### config.mk
export PLATFORM = sky130hd
export DESIGN_NAME = loopback_control
export DESIGN_NICKNAME = d
export VERILOG_FILES = /design/src/lb_pkg.sv /design/src/lb_cmd_decode.sv /design/src/lb_loop_mux.sv /design/src/loopback_control.sv
export VERILOG_INCLUDE_DIRS = /design/src
export SDC_FILE = /design/constraint.sdc
export NUM_CORES = 1
export LEC_CHECK = 0
export BUFFER_PORTS_ARGS = -buffer_cell sky130_fd_sc_hd__buf_2
export CORE_ASPECT_RATIO = 2
export CORE_UTILIZATION = 45
export DETAILED_ROUTE_END_ITERATION = 16
export PLACE_DENSITY = 0.87
export SKIP_LAST_GASP = 1
export SLEW_MARGIN = 20
export SYNTH_ARGS = -nofsm -noshare
export SYNTH_HDL_FRONTEND = slang
export SYNTH_SLANG_ARGS = --single-unit
### constraint.sdc
create_clock -name clk -period 1.9 [get_ports clk]
set_input_delay 0.38 -clock clk [delete_from_list [all_inputs] [get_ports clk]]
set_output_delay 0.38 -clock clk [all_outputs]
set_load 0.005 [all_outputs]
### src/lb_defines.svh
`ifndef LB_DEFINES_SVH
`define LB_DEFINES_SVH

// command/indicate codes seen on the backplane control channel
`define CI_ACT_REQ_LOOP 4'h8
`define CI_RESET_CMD 4'h1
`define CI_LOOP_IND 4'he
`define CI_WIDTH 4

// message prefixes (first byte of a two-byte monitor message)
`define MSG_OPS_PREFIX 8'h01
`define MSG_LOCAL_PREFIX 8'h80

// operations channel loop-back codes
`define OPS_COMPLETE_LOOP 8'h50
`define OPS_FIRST_B_LOOP 8'h51
`define OPS_SECOND_B_LOOP 8'h52
`define OPS_RETURN_NORMAL 8'hff

// local monitor loop-back codes
`define LOCAL_COMPLETE_LOOP 8'hf1
`define LOCAL_FIRST_B_LOOP 8'hf2
`define LOCAL_SECOND_B_LOOP 8'hf4
`define LOCAL_NORMAL 8'hff

// channel slots inside one frame
`define CH_B1 0
`define CH_B2 1
`define CH_D 2
`define CH_COUNT 3
`define CH_BITS 8

// reset values
`define RST_CODE 8'h00
`define RST_CI 4'h0
`define RST_FRAME 24'h000000

`endif

### src/lb_pkg.sv
package lb_pkg;

	typedef enum logic [1:0] {
		MODE_LT,
		MODE_LT_REPEATER,
		MODE_NT,
		MODE_NT_REPEATER
	} mode_e;

	typedef enum logic [2:0] {
		ST_TEST,
		ST_DEACTIVATED,
		ST_LINE_ACTIVE,
		ST_TRANSPARENT,
		ST_ANALOG_LOOP,
		ST_OTHER
	} line_state_e;

	// one frame: b1, b2 and d slot (d uses the low two bits)
	typedef struct packed {
		logic [2:0][7:0] ch;
	} frame_s;

	typedef struct packed {
		logic [7:0] prefix;
		logic [7:0] code;
	} msg_s;

	// decoded loop-back requests, one-cycle pulses
	typedef struct packed {
		logic close_b1;
		logic close_b2;
		logic complete_ops;
		logic complete_local;
		logic open_all;
	} cmd_s;

	typedef enum logic {
		AL_OPEN,
		AL_CLOSED
	} analog_state_e;

endpackage

### src/lb_cmd_decode.sv
`timescale 1ns/1ps
`default_nettype none
`include "lb_defines.svh"

module lb_cmd_decode
	import lb_pkg::*;
(
	input wire logic nt_side,
	input wire logic eoc_auto,
	input wire logic ops_valid,
	input wire logic [7:0] ops_code,
	input wire logic mon_valid,
	input var msg_s mon_msg,
	output cmd_s cmd
);

	logic local_ok;

	// local messages must carry the local prefix
	assign local_ok = mon_valid && (mon_msg.prefix == `MSG_LOCAL_PREFIX) && nt_side;

	// auto mode takes operations codes, transparent mode takes local codes
	always_comb begin
		cmd = '0;
		if (nt_side && eoc_auto && ops_valid) begin
			cmd.close_b1 = (ops_code == `OPS_FIRST_B_LOOP);
			cmd.close_b2 = (ops_code == `OPS_SECOND_B_LOOP);
			cmd.complete_ops = (ops_code == `OPS_COMPLETE_LOOP);
			cmd.open_all = (ops_code == `OPS_RETURN_NORMAL);
		end
		if (local_ok) begin
			// complete code is decoded in both modes; the top gates it in auto mode
			cmd.complete_local = (mon_msg.code == `LOCAL_COMPLETE_LOOP);
			if (!eoc_auto) begin
				cmd.close_b1 = (mon_msg.code == `LOCAL_FIRST_B_LOOP);
				cmd.close_b2 = (mon_msg.code == `LOCAL_SECOND_B_LOOP);
				cmd.open_all = cmd.open_all || (mon_msg.code == `LOCAL_NORMAL);
			end
		end
	end

endmodule // lb_cmd_decode
`default_nettype wire

### src/lb_loop_mux.sv
`timescale 1ns/1ps
`default_nettype none
`include "lb_defines.svh"

module lb_loop_mux
	import lb_pkg::*;
(
	input var frame_s normal,
	input var frame_s looped,
	input wire logic [2:0] sel,
	output frame_s out
);

	// per-channel select between normal path and loop path
	genvar i;
	generate
		for (i = 0; i < `CH_COUNT; i++) begin : g_ch
			assign out.ch[i] = sel[i] ? looped.ch[i] : normal.ch[i];
		end
	endgenerate

endmodule // lb_loop_mux
`default_nettype wire

### src/loopback_control.sv
`timescale 1ns/1ps
`default_nettype none
`include "lb_defines.svh"

module loopback_control
	import lb_pkg::*;
(
	input wire logic clk,
	input wire logic rst_n,
	input var mode_e mode,
	input var line_state_e line_state,
	input wire logic eoc_auto,
	input wire logic ci_rx_valid,
	input wire logic [3:0] ci_rx_code,
	input wire logic mon_rx_valid,
	input var msg_s mon_rx_msg,
	input wire logic monitor_receive_handshake_in,
	input wire logic monitor_transmit_handshake_in,
	input wire logic ops_rx_valid,
	input wire logic [7:0] ops_rx_code,
	input wire logic frame_stb,
	input var frame_s bp_frame_in,
	input var frame_s line_rx_frame,
	output logic ci_fwd_valid,
	output logic [3:0] ci_fwd_code,
	output logic mon_fwd_valid,
	output msg_s mon_fwd_msg,
	output logic monitor_receive_handshake_out,
	output logic monitor_transmit_handshake_out,
	output logic ops_echo_valid,
	output logic [7:0] ops_echo_code,
	output logic ci_down_valid,
	output logic [3:0] ci_down_code,
	output frame_s line_tx_frame,
	output frame_s bp_frame_out,
	output frame_s core_rx_frame,
	output logic analog_closed,
	output logic hold_line_active,
	output logic hold_transparent,
	output logic hold_analog_state,
	output logic reconverge_pending,
	output logic loop_b1,
	output logic loop_b2,
	output logic loop_complete,
	output logic complete_pending
);

	logic lt_side;
	logic nt_side;
	logic ci_close_analog;
	logic ci_reset;
	logic close_allowed;
	logic local_complete_ok;
	logic is_loop_ops;
	logic [2:0] loop_sel;
	cmd_s cmd;
	analog_state_e analog_state;
	frame_s core_rx;
	frame_s tx_next;

	// mode grouping
	assign lt_side = (mode == MODE_LT) || (mode == MODE_LT_REPEATER);
	assign nt_side = (mode == MODE_NT) || (mode == MODE_NT_REPEATER);

	// controller command codes, decoded from the control channel
	assign ci_close_analog = ci_rx_valid && (ci_rx_code == `CI_ACT_REQ_LOOP);
	assign ci_reset = ci_rx_valid && (ci_rx_code == `CI_RESET_CMD);

	// close only from the required starting state on each side
	always_comb begin
		close_allowed = 1'b0;
		if (lt_side) begin
			close_allowed = (line_state == ST_DEACTIVATED);
		end else begin
			close_allowed = (line_state == ST_TEST);
		end
	end

	lb_cmd_decode u_decode (
		.nt_side(nt_side),
		.eoc_auto(eoc_auto),
		.ops_valid(ops_rx_valid),
		.ops_code(ops_rx_code),
		.mon_valid(mon_rx_valid),
		.mon_msg(mon_rx_msg),
		.cmd(cmd)
	);

	// analog loop (1, 1A, 3) state
	// the controller is expected to reset before closing; a close in the
	// wrong state is dropped rather than queued, so a late state change
	// cannot close a loop by surprise
	always_ff @(posedge clk) begin
		if (!rst_n) begin
			analog_state <= AL_OPEN;
		end else begin
			case (analog_state)
				AL_OPEN: begin
					if (ci_close_analog && close_allowed) begin
						analog_state <= AL_CLOSED;
					end
				end
				AL_CLOSED: begin
					if (ci_reset) begin
						analog_state <= AL_OPEN;
					end
				end
				default: begin
					analog_state <= AL_OPEN;
				end
			endcase
		end
	end

	assign analog_closed = (analog_state == AL_CLOSED);

	// state holds requested of the surrounding state machine
	always_comb begin
		hold_line_active = 1'b0;
		hold_transparent = 1'b0;
		hold_analog_state = 1'b0;
		if (analog_closed) begin
			case (mode)
				MODE_LT: begin
					hold_line_active = 1'b1;
				end
				MODE_LT_REPEATER: begin
					// repeater loop 1A is closed on this end too
					hold_line_active = 1'b1;
					hold_transparent = 1'b1;
				end
				MODE_NT, MODE_NT_REPEATER: begin
					hold_analog_state = 1'b1;
				end
				default: begin
					hold_line_active = 1'b0;
				end
			endcase
		end
	end

	// coefficients must retrain after any reset, pin or command
	always_ff @(posedge clk) begin
		if (!rst_n) begin
			reconverge_pending <= 1'b1;
		end else if (ci_reset) begin
			reconverge_pending <= 1'b1;
		end else if (line_state == ST_LINE_ACTIVE || line_state == ST_TRANSPARENT) begin
			reconverge_pending <= 1'b0;
		end
	end

	// memory of an operations complete command, needed by auto mode
	always_ff @(posedge clk) begin
		if (!rst_n) begin
			complete_pending <= 1'b0;
		end else if (cmd.complete_ops) begin
			// a new command wins over a same-cycle open
			complete_pending <= 1'b1;
		end else if (cmd.open_all) begin
			complete_pending <= 1'b0;
		end
	end

	// local complete message acceptance differs between modes
	always_comb begin
		if (eoc_auto) begin
			local_complete_ok = cmd.complete_local && complete_pending;
		end else begin
			local_complete_ok = cmd.complete_local;
		end
	end

	// latched loop 2 selections; open_all has no effect on line state
	always_ff @(posedge clk) begin
		if (!rst_n) begin
			loop_b1 <= 1'b0;
		end else if (cmd.close_b1) begin
			loop_b1 <= 1'b1;
		end else if (cmd.open_all) begin
			loop_b1 <= 1'b0;
		end
	end

	always_ff @(posedge clk) begin
		if (!rst_n) begin
			loop_b2 <= 1'b0;
		end else if (cmd.close_b2) begin
			loop_b2 <= 1'b1;
		end else if (cmd.open_all) begin
			loop_b2 <= 1'b0;
		end
	end

	always_ff @(posedge clk) begin
		if (!rst_n) begin
			loop_complete <= 1'b0;
		end else if (local_complete_ok) begin
			loop_complete <= 1'b1;
		end else if (cmd.open_all) begin
			loop_complete <= 1'b0;
		end
	end

	// mirror loop messages at once in auto mode; this is no proof of success
	assign is_loop_ops = (ops_rx_code == `OPS_FIRST_B_LOOP) ||
		(ops_rx_code == `OPS_SECOND_B_LOOP) ||
		(ops_rx_code == `OPS_COMPLETE_LOOP) ||
		(ops_rx_code == `OPS_RETURN_NORMAL);

	// echo strobe: loop codes only, and only when operations are handled here
	always_ff @(posedge clk) begin
		if (!rst_n) begin
			ops_echo_valid <= 1'b0;
		end else begin
			ops_echo_valid <= nt_side && eoc_auto && ops_rx_valid && is_loop_ops;
		end
	end

	// echo data follow every received code; only the strobe qualifies them
	always_ff @(posedge clk) begin
		if (!rst_n) begin
			ops_echo_code <= `RST_CODE;
		end else if (ops_rx_valid) begin
			ops_echo_code <= ops_rx_code;
		end
	end

	// downstream request for the complete loop instead of closing it here
	always_ff @(posedge clk) begin
		if (!rst_n) begin
			ci_down_valid <= 1'b0;
			ci_down_code <= `RST_CI;
		end else begin
			ci_down_valid <= cmd.complete_ops;
			if (cmd.complete_ops) begin
				if (line_state == ST_TRANSPARENT) begin
					ci_down_code <= `CI_LOOP_IND;
				end else begin
					ci_down_code <= `CI_ACT_REQ_LOOP;
				end
			end
		end
	end

	// control codes pass whatever loops are closed,
	// so layer 2 can still deactivate the line
	always_ff @(posedge clk) begin
		if (!rst_n) begin
			ci_fwd_valid <= 1'b0;
			ci_fwd_code <= `RST_CI;
		end else begin
			ci_fwd_valid <= ci_rx_valid;
			ci_fwd_code <= ci_rx_code;
		end
	end

	// monitor messages keep flowing too; copied whole, never filtered here
	always_ff @(posedge clk) begin
		if (!rst_n) begin
			mon_fwd_valid <= 1'b0;
			mon_fwd_msg <= '0;
		end else begin
			mon_fwd_valid <= mon_rx_valid;
			mon_fwd_msg <= mon_rx_msg;
		end
	end

	// handshake bits rest high in reset, the idle level of the bus
	always_ff @(posedge clk) begin
		if (!rst_n) begin
			monitor_receive_handshake_out <= 1'b1;
			monitor_transmit_handshake_out <= 1'b1;
		end else begin
			monitor_receive_handshake_out <= monitor_receive_handshake_in;
			monitor_transmit_handshake_out <= monitor_transmit_handshake_in;
		end
	end

	// receive side: analog loop replaces the line with our own transmit
	// signal, the latest frame held in line_tx_frame
	always_comb begin
		if (analog_closed) begin
			core_rx = line_tx_frame;
		end else begin
			core_rx = line_rx_frame;
		end
	end

	// channel loop: backplane output data feed the line-bound slots
	assign loop_sel[`CH_B1] = loop_b1 || loop_complete;
	assign loop_sel[`CH_B2] = loop_b2 || loop_complete;
	assign loop_sel[`CH_D] = loop_complete;

	lb_loop_mux u_mux (
		.normal(bp_frame_in),
		.looped(core_rx),
		.sel(loop_sel),
		.out(tx_next)
	);

	// frame registers, updated once per frame strobe
	always_ff @(posedge clk) begin
		if (!rst_n) begin
			line_tx_frame <= `RST_FRAME;
			bp_frame_out <= `RST_FRAME;
			core_rx_frame <= `RST_FRAME;
		end else if (frame_stb) begin
			// transmitter keeps running under an analog loop so a far end wakes
			line_tx_frame <= tx_next;
			// looped data still leave on the normal backplane path
			bp_frame_out <= core_rx;
			core_rx_frame <= core_rx;
		end
	end

endmodule // loopback_control
`default_nettype wire

# Word level (Yosys, flattened, before mapping)
# Cells that the tools add are included.
[totals]
regBits = 92
latch_bits = 0
ramBits = 0
romBits = 0
word_cells = 96
mem_count = 0
[op_classes]
add_sub_neg = 0
mul = 0
div = 0
magnitude_cmp = 0
eq_ne = 17
shift = 0
n_mux = 27
n_bitwise = 2
n_reduce_logical = 27
[op_table]
columns = ["cell", "count"]
rows = [
  ["$eq A8 B8 Y1 const B", 6],
  ["$eq A8 B7 Y1 const B", 3],
  ["$mux W24", 1],
  ["$mux W8", 3],
  ["$mux W1", 17],
  ["$logic_and A1 B1 Y1", 9],
  ["$logic_or A1 B1 Y1", 9],
  ["$reduce_bool A2 Y1", 4],
  ["$eq A3 B2 Y1 const B", 2],
  ["$mux W2", 3],
  ["$mux W3", 2],
  ["$reduce_or A2 Y1", 3],
  ["$eq A2 B2 Y1 const B", 2],
  ["$eq A4 B1 Y1 const B", 1],
  ["$eq A4 B4 Y1 const B", 1],
  ["$eq A3 B1 Y1 const B", 1],
  ["$logic_not A3 Y1", 1],
  ["$eq A2 B1 Y1 const B", 1],
  ["$logic_not A2 Y1", 1],
  ["$not A1 Y1", 2],
  ["$pmux W1 S2", 1],
]

# Longest topological paths before layout
[logic_depth]
word_depth = 11
depth_mapped = 6
depth_no_buf = 4

# Cells and area by module
# From an unflattened synthesis, not the netlist that was laid out.
[unflattened]
hier_cells = 386
hier_area_um2 = 4317.9
[modules_own_cells]
columns = ["mod", "instances", "cells_per_inst", "area_each_um2", "seq_area_each_um2"]
rows = [
  ["loopback_control", 1, 334, 3761.1, 1801.7],
  ["lb_loop_mux", 1, 27, 394.1, 0.0],
  ["lb_cmd_decode", 1, 25, 162.7, 0.0],
]

# Worst setup path after synthesis
# No wires, ideal clock.
[synth_timing]
kind = "input-to-reg"
start = "in mon_rx_msg[10] (netlist name)"
end = "reg loop_b1"
setup_ps = 131
t_arrival_ps = 1458
setup_slack_ps = 312
path_stages = 4
path_buffers = 0
path_cell_list = "or4_4 > nor4_4 > a31o_2 > o22ai_1"
[synth_via]
elab_chain_len = 5
word_cells_on_any_way = 7
[synth_lines]
columns = ["element", "line_no", "text"]
rows = [
  ["from (decl)", "loopback_control.sv:16", "input var msg_s mon_rx_msg,"],
  ["$eq A8 B8 Y1 (no line) (*)", "n/a", ""],
  ["$logic_and A1 B1 Y1 (*) (2 in a row)", "lb_cmd_decode.sv:20", "assign local_ok = mon_valid && (mon_msg.prefix == `MSG_LOCAL_PREFIX) && nt_side;"],
  ["$mux W2", "lb_cmd_decode.sv:31", "if (local_ok) begin"],
  ["$mux W1 or $reduce_bool A2 Y1 (tied branches)", "n/a", ""],
  ["to (signal assigned)", "loopback_control.sv:177", "loop_b1 <= 1'b0;"],
  ["to (signal assigned)", "loopback_control.sv:179", "loop_b1 <= 1'b1;"],
  ["to (signal assigned)", "loopback_control.sv:181", "loop_b1 <= 1'b0;"],
  ["to (decl)", "loopback_control.sv:42", "output logic loop_b1,"],
]
# Mark *: on every way between the ends. The rest lies on a longest branch, timed or not.
# A chain may end at the register's enable or synchronous reset.

# Final worst setup path
[layout_timing]
start = "reg analog_state, in the netlist analog_closed"
end = "out hold_transparent"
[layout_via]
elab_chain_len = 1
[layout_lines]
columns = ["element", "line_no", "text"]
rows = [
  ["from (decl)", "loopback_control.sv:57", "analog_state_e analog_state;"],
  ["from (signal assigned)", "loopback_control.sv:95", "analog_state <= AL_OPEN;"],
  ["from (signal assigned)", "loopback_control.sv:100", "analog_state <= AL_CLOSED;"],
  ["from (signal assigned)", "loopback_control.sv:105", "analog_state <= AL_OPEN;"],
  ["$mux W1", "loopback_control.sv:122", "if (analog_closed) begin"],
  ["to (decl)", "loopback_control.sv:39", "output logic hold_transparent,"],
]
# Every way passes these cells.

==> impl_metrics.json <==
{
  "status": "complete, no violations",
  "whs_path_depth": 2,
  "period_minus_slack_ns": 1.61,
  "synth.area.top_cells": "dfxtp_1, mux2i_1, o21ai_0, buf_4, a211oi_1",
  "skew_ns": 0.00823,
  "critPathMaxFanout": 13,
  "avgViaCountPerCell": 5.47,
  "synth.distinct_cells": 44,
  "synth_edf_count": 0,
  "slew_viol_final": 0,
  "setup_viol": 0,
  "hp-class": "in2reg",
  "io_pins": 209,
  "crit_path_end_kind": "output port",
  "num-nets-final": 684,
  "cts_tree": "done",
  "yosys.area_share.adder_pct": 0,
  "hold_end": "monitor_receive_handshake_out",
  "antenna_found_initial": 0,
  "placed_cell_area_mm2": 0.00478,
  "globalplace.congestion": 0.841,
  "synth_most_common_cell": "dfxtp_1",
  "hpwlAfterDp_um": 8830,
  "tightest_slew_ns": 0.529,
  "synth_compound_area_share_pct": 17.1,
  "yosysSeqAreaShare_pct": 47.3,
  "worstPathRequired_ns": 1.52,
  "rr_worst_depth": 4,
  "drcViolationCount": 0,
  "synth_top_area_cell": "dfxtp_1",
  "dp_cells": 681,
  "leakage_nw": 2.39,
  "ctsRootBufferMaster": "clkbuf_16",
  "yosys-top-cells-count": "dfxtp_1, o21ai_0, nor2_1",
  "num_rows": 47,
  "fin_area_mm2": 0.00509,
  "hold_viol_final": 0,
  "drt-initial-drc-count": 125,
  "place_ws_ns": 0.0998,
  "via_count": 3810,
  "power_density_mw_per_mm2": 866,
  "synth-xor-area-share_pct": 0.230,
  "path_clk_slew_ns": 0.06,
  "insertion_delay_ns": 0.33,
  "setup_slack_ns": 0.290,
  "cts_buffers": 9,
  "core_mm2": 0.00823,
  "fin_cells": 697,
  "hold_ws_ns": 0.247,
  "fp.dieH_um": 132,
  "r2r_start": "loop_complete",
  "fmax_ghz": 0.621,
  "clockBufferDepth": 2,
  "area_growth_pct": 33.7,
  "port_buffers": 207,
  "post_cts_buffers": 0,
  "yosys_warnings": 0,
  "netlist.area_leader.share_pct": 47.3,
  "initial_core_util_pct": 46.3,
  "grtUsageTotal_pct": 26.5,
  "wire_per_inst_um": 16.5,
  "antenna_cells": 0,
  "finalSetupTns_ns": 0,
  "die_x_um": 67.1,
  "critPathKind": "reg2out",
  "ctsHoldBuffers": 0,
  "grt_max_degree": 31,
  "grt_overflow_total": 0,
  "drive_gt1_share_pct": 41.6,
  "muxShareOfSynthArea_pct": 8.41,
  "ir_drop_v": 0.000759,
  "min_period_over_period_pct": 84.8,
  "dieArea_mm2": 0.00886,
  "syn_inst": 414,
  "grt_pass1_vias": 3966,
  "synth_ff_type": "dfxtp_1",
  "synth_nets": 504,
  "synth-simple-area-share_pct": 18.5,
  "postRouteAntennaNets": 0,
  "drt-total-wl_um": 11500,
  "max_slew_margin_pct": 64.6,
  "cp-start-kind": "flop",
  "syn_avg_cell_area_um2": 9.20,
  "synthArstFlopShare_pct": 0,
  "synthesis.area_mm2": 0.00381,
  "cts_max_level": 3,
  "hp-start": "monitor_receive_handshake_in",
  "reg2reg_to": "line_tx_frame[4]",
  "ctsResizeCount": 0,
  "cap_violations": 0,
  "ys_ff_latch": 90,
  "grt_pass1_wl_um": 17900,
  "arrival_ns": 1.23,
  "rrSetupSlack_ns": 0.42,
  "firstDrtPassIters": 4,
  "synth_top_family_by_area": "simple AND/OR/NAND/NOR gates",
  "rsz0062_at_grt": "false",
  "cts.sinks": 90
}
[worst max-delay path by stage]
stage / startpoint / endpoint / slack, ns / cells past startpoint
after global routing: analog_closed / hold_transparent / 0.22 / 3
final: analog_closed / hold_transparent / 0.29 / 3
after floorplan: mon_rx_msg[10] / loop_b1 / 0.31 / 4
after detailed placement: mon_rx_msg[10] / loop_b2 / 0.1 / 5
after global placement: ops_rx_code[7] / ci_down_code[2] / 0.13 / 5
after CTS: analog_closed / hold_transparent / 0.26 / 3
[critical path, cell delays in order (launching register included)]
cell     delay (ns)
dfxtp_2        0.50
and2b_1        0.18
and2_1         0.12
buf_2          0.10
[through the flow]
| stage | power [W] | utilization (%) |
|---|---|---|
| after global routing | 0.00459 | 61.9 |
| after CTS | 0.00443 | 61.9 |
| after floorplan | 0.00236 | - |
| final | 0.00441 | 61.9 |
| after detailed placement | 0.00263 | 58.1 |
| after global placement | 0.00261 | 58.1 |
[sequential cells by signal (all words and copies together), names as in the netlist]
signal,cells
core_rx_frame,24
ci_down_valid,1
loop_b1,1
monitor_transmit_handshake_out,1
mon_fwd_msg,16
complete_pending,1
ops_echo_code,8
ci_fwd_valid,1
loop_complete,1
loop_b2,1
reconverge_pending,1
ci_down_code,2
ops_echo_valid,1
ci_fwd_code,4
mon_fwd_valid,1
line_tx_frame,24
monitor_receive_handshake_out,1
analog_closed,1
[final cells by class]
type                    count  area (um2)
multi-input cells         267        1690
clock buffers              10         239
fillers                   681        3140
inverters                   4        15.0
well taps                  98         123
repair buffers            222        1150
flip-flops and latches     90        1800
clock inverters             6        72.6
[routing by layer]
| metal | GRT usage, % | routed length (um) | vias to the layer above |
|---|---|---|---|
| li1 | - | - | 1799 |
| met1 | 24.7 | 3930 | 1769 |
| met2 | 49.0 | 6330 | 199 |
| met3 | 5.80 | 749 | 43 |
| met4 | 15.6 | 471 | 0 |
| met5 | 0 | 0 | - |
[cells by family after synthesis]
| group | count (synthesis) |
|---|---|
| flip-flops | 90 |
| buffers and inverters | 57 |
| XOR/XNOR | 1 |
| multiplexers | 32 |
| AND/OR/NAND/NOR | 122 |
| other | 1 |
| AO/OA/AOI/OAI | 111 |
[power by group]
part / internal [W] / switching, W / total (W)
sequential: 0.00200 / 0.0000634 / 0.00206
clock: 0.00107 / 0.000747 / 0.00182
combinational: 0.000262 / 0.000273 / 0.000535
total: 0.00333 / 0.00108 / 0.00441
[placed cells by master (no fill, tap or decap), drive strengths merged, types with 6 or more instances in the layout]
| master | instances |
|---|---|
| dfxtp | 90 |
| nand2 | 9 |
| clkbuf | 10 |
| a211oi | 24 |
| mux2i | 32 |
| nor2 | 40 |
| or3 | 17 |
| inv | 6 |
| o21ai | 43 |
| and2 | 24 |
| nand2b | 6 |
| a21oi | 27 |
| o22ai | 9 |
| buf | 222 |
(Power assumes the default switching activity.)
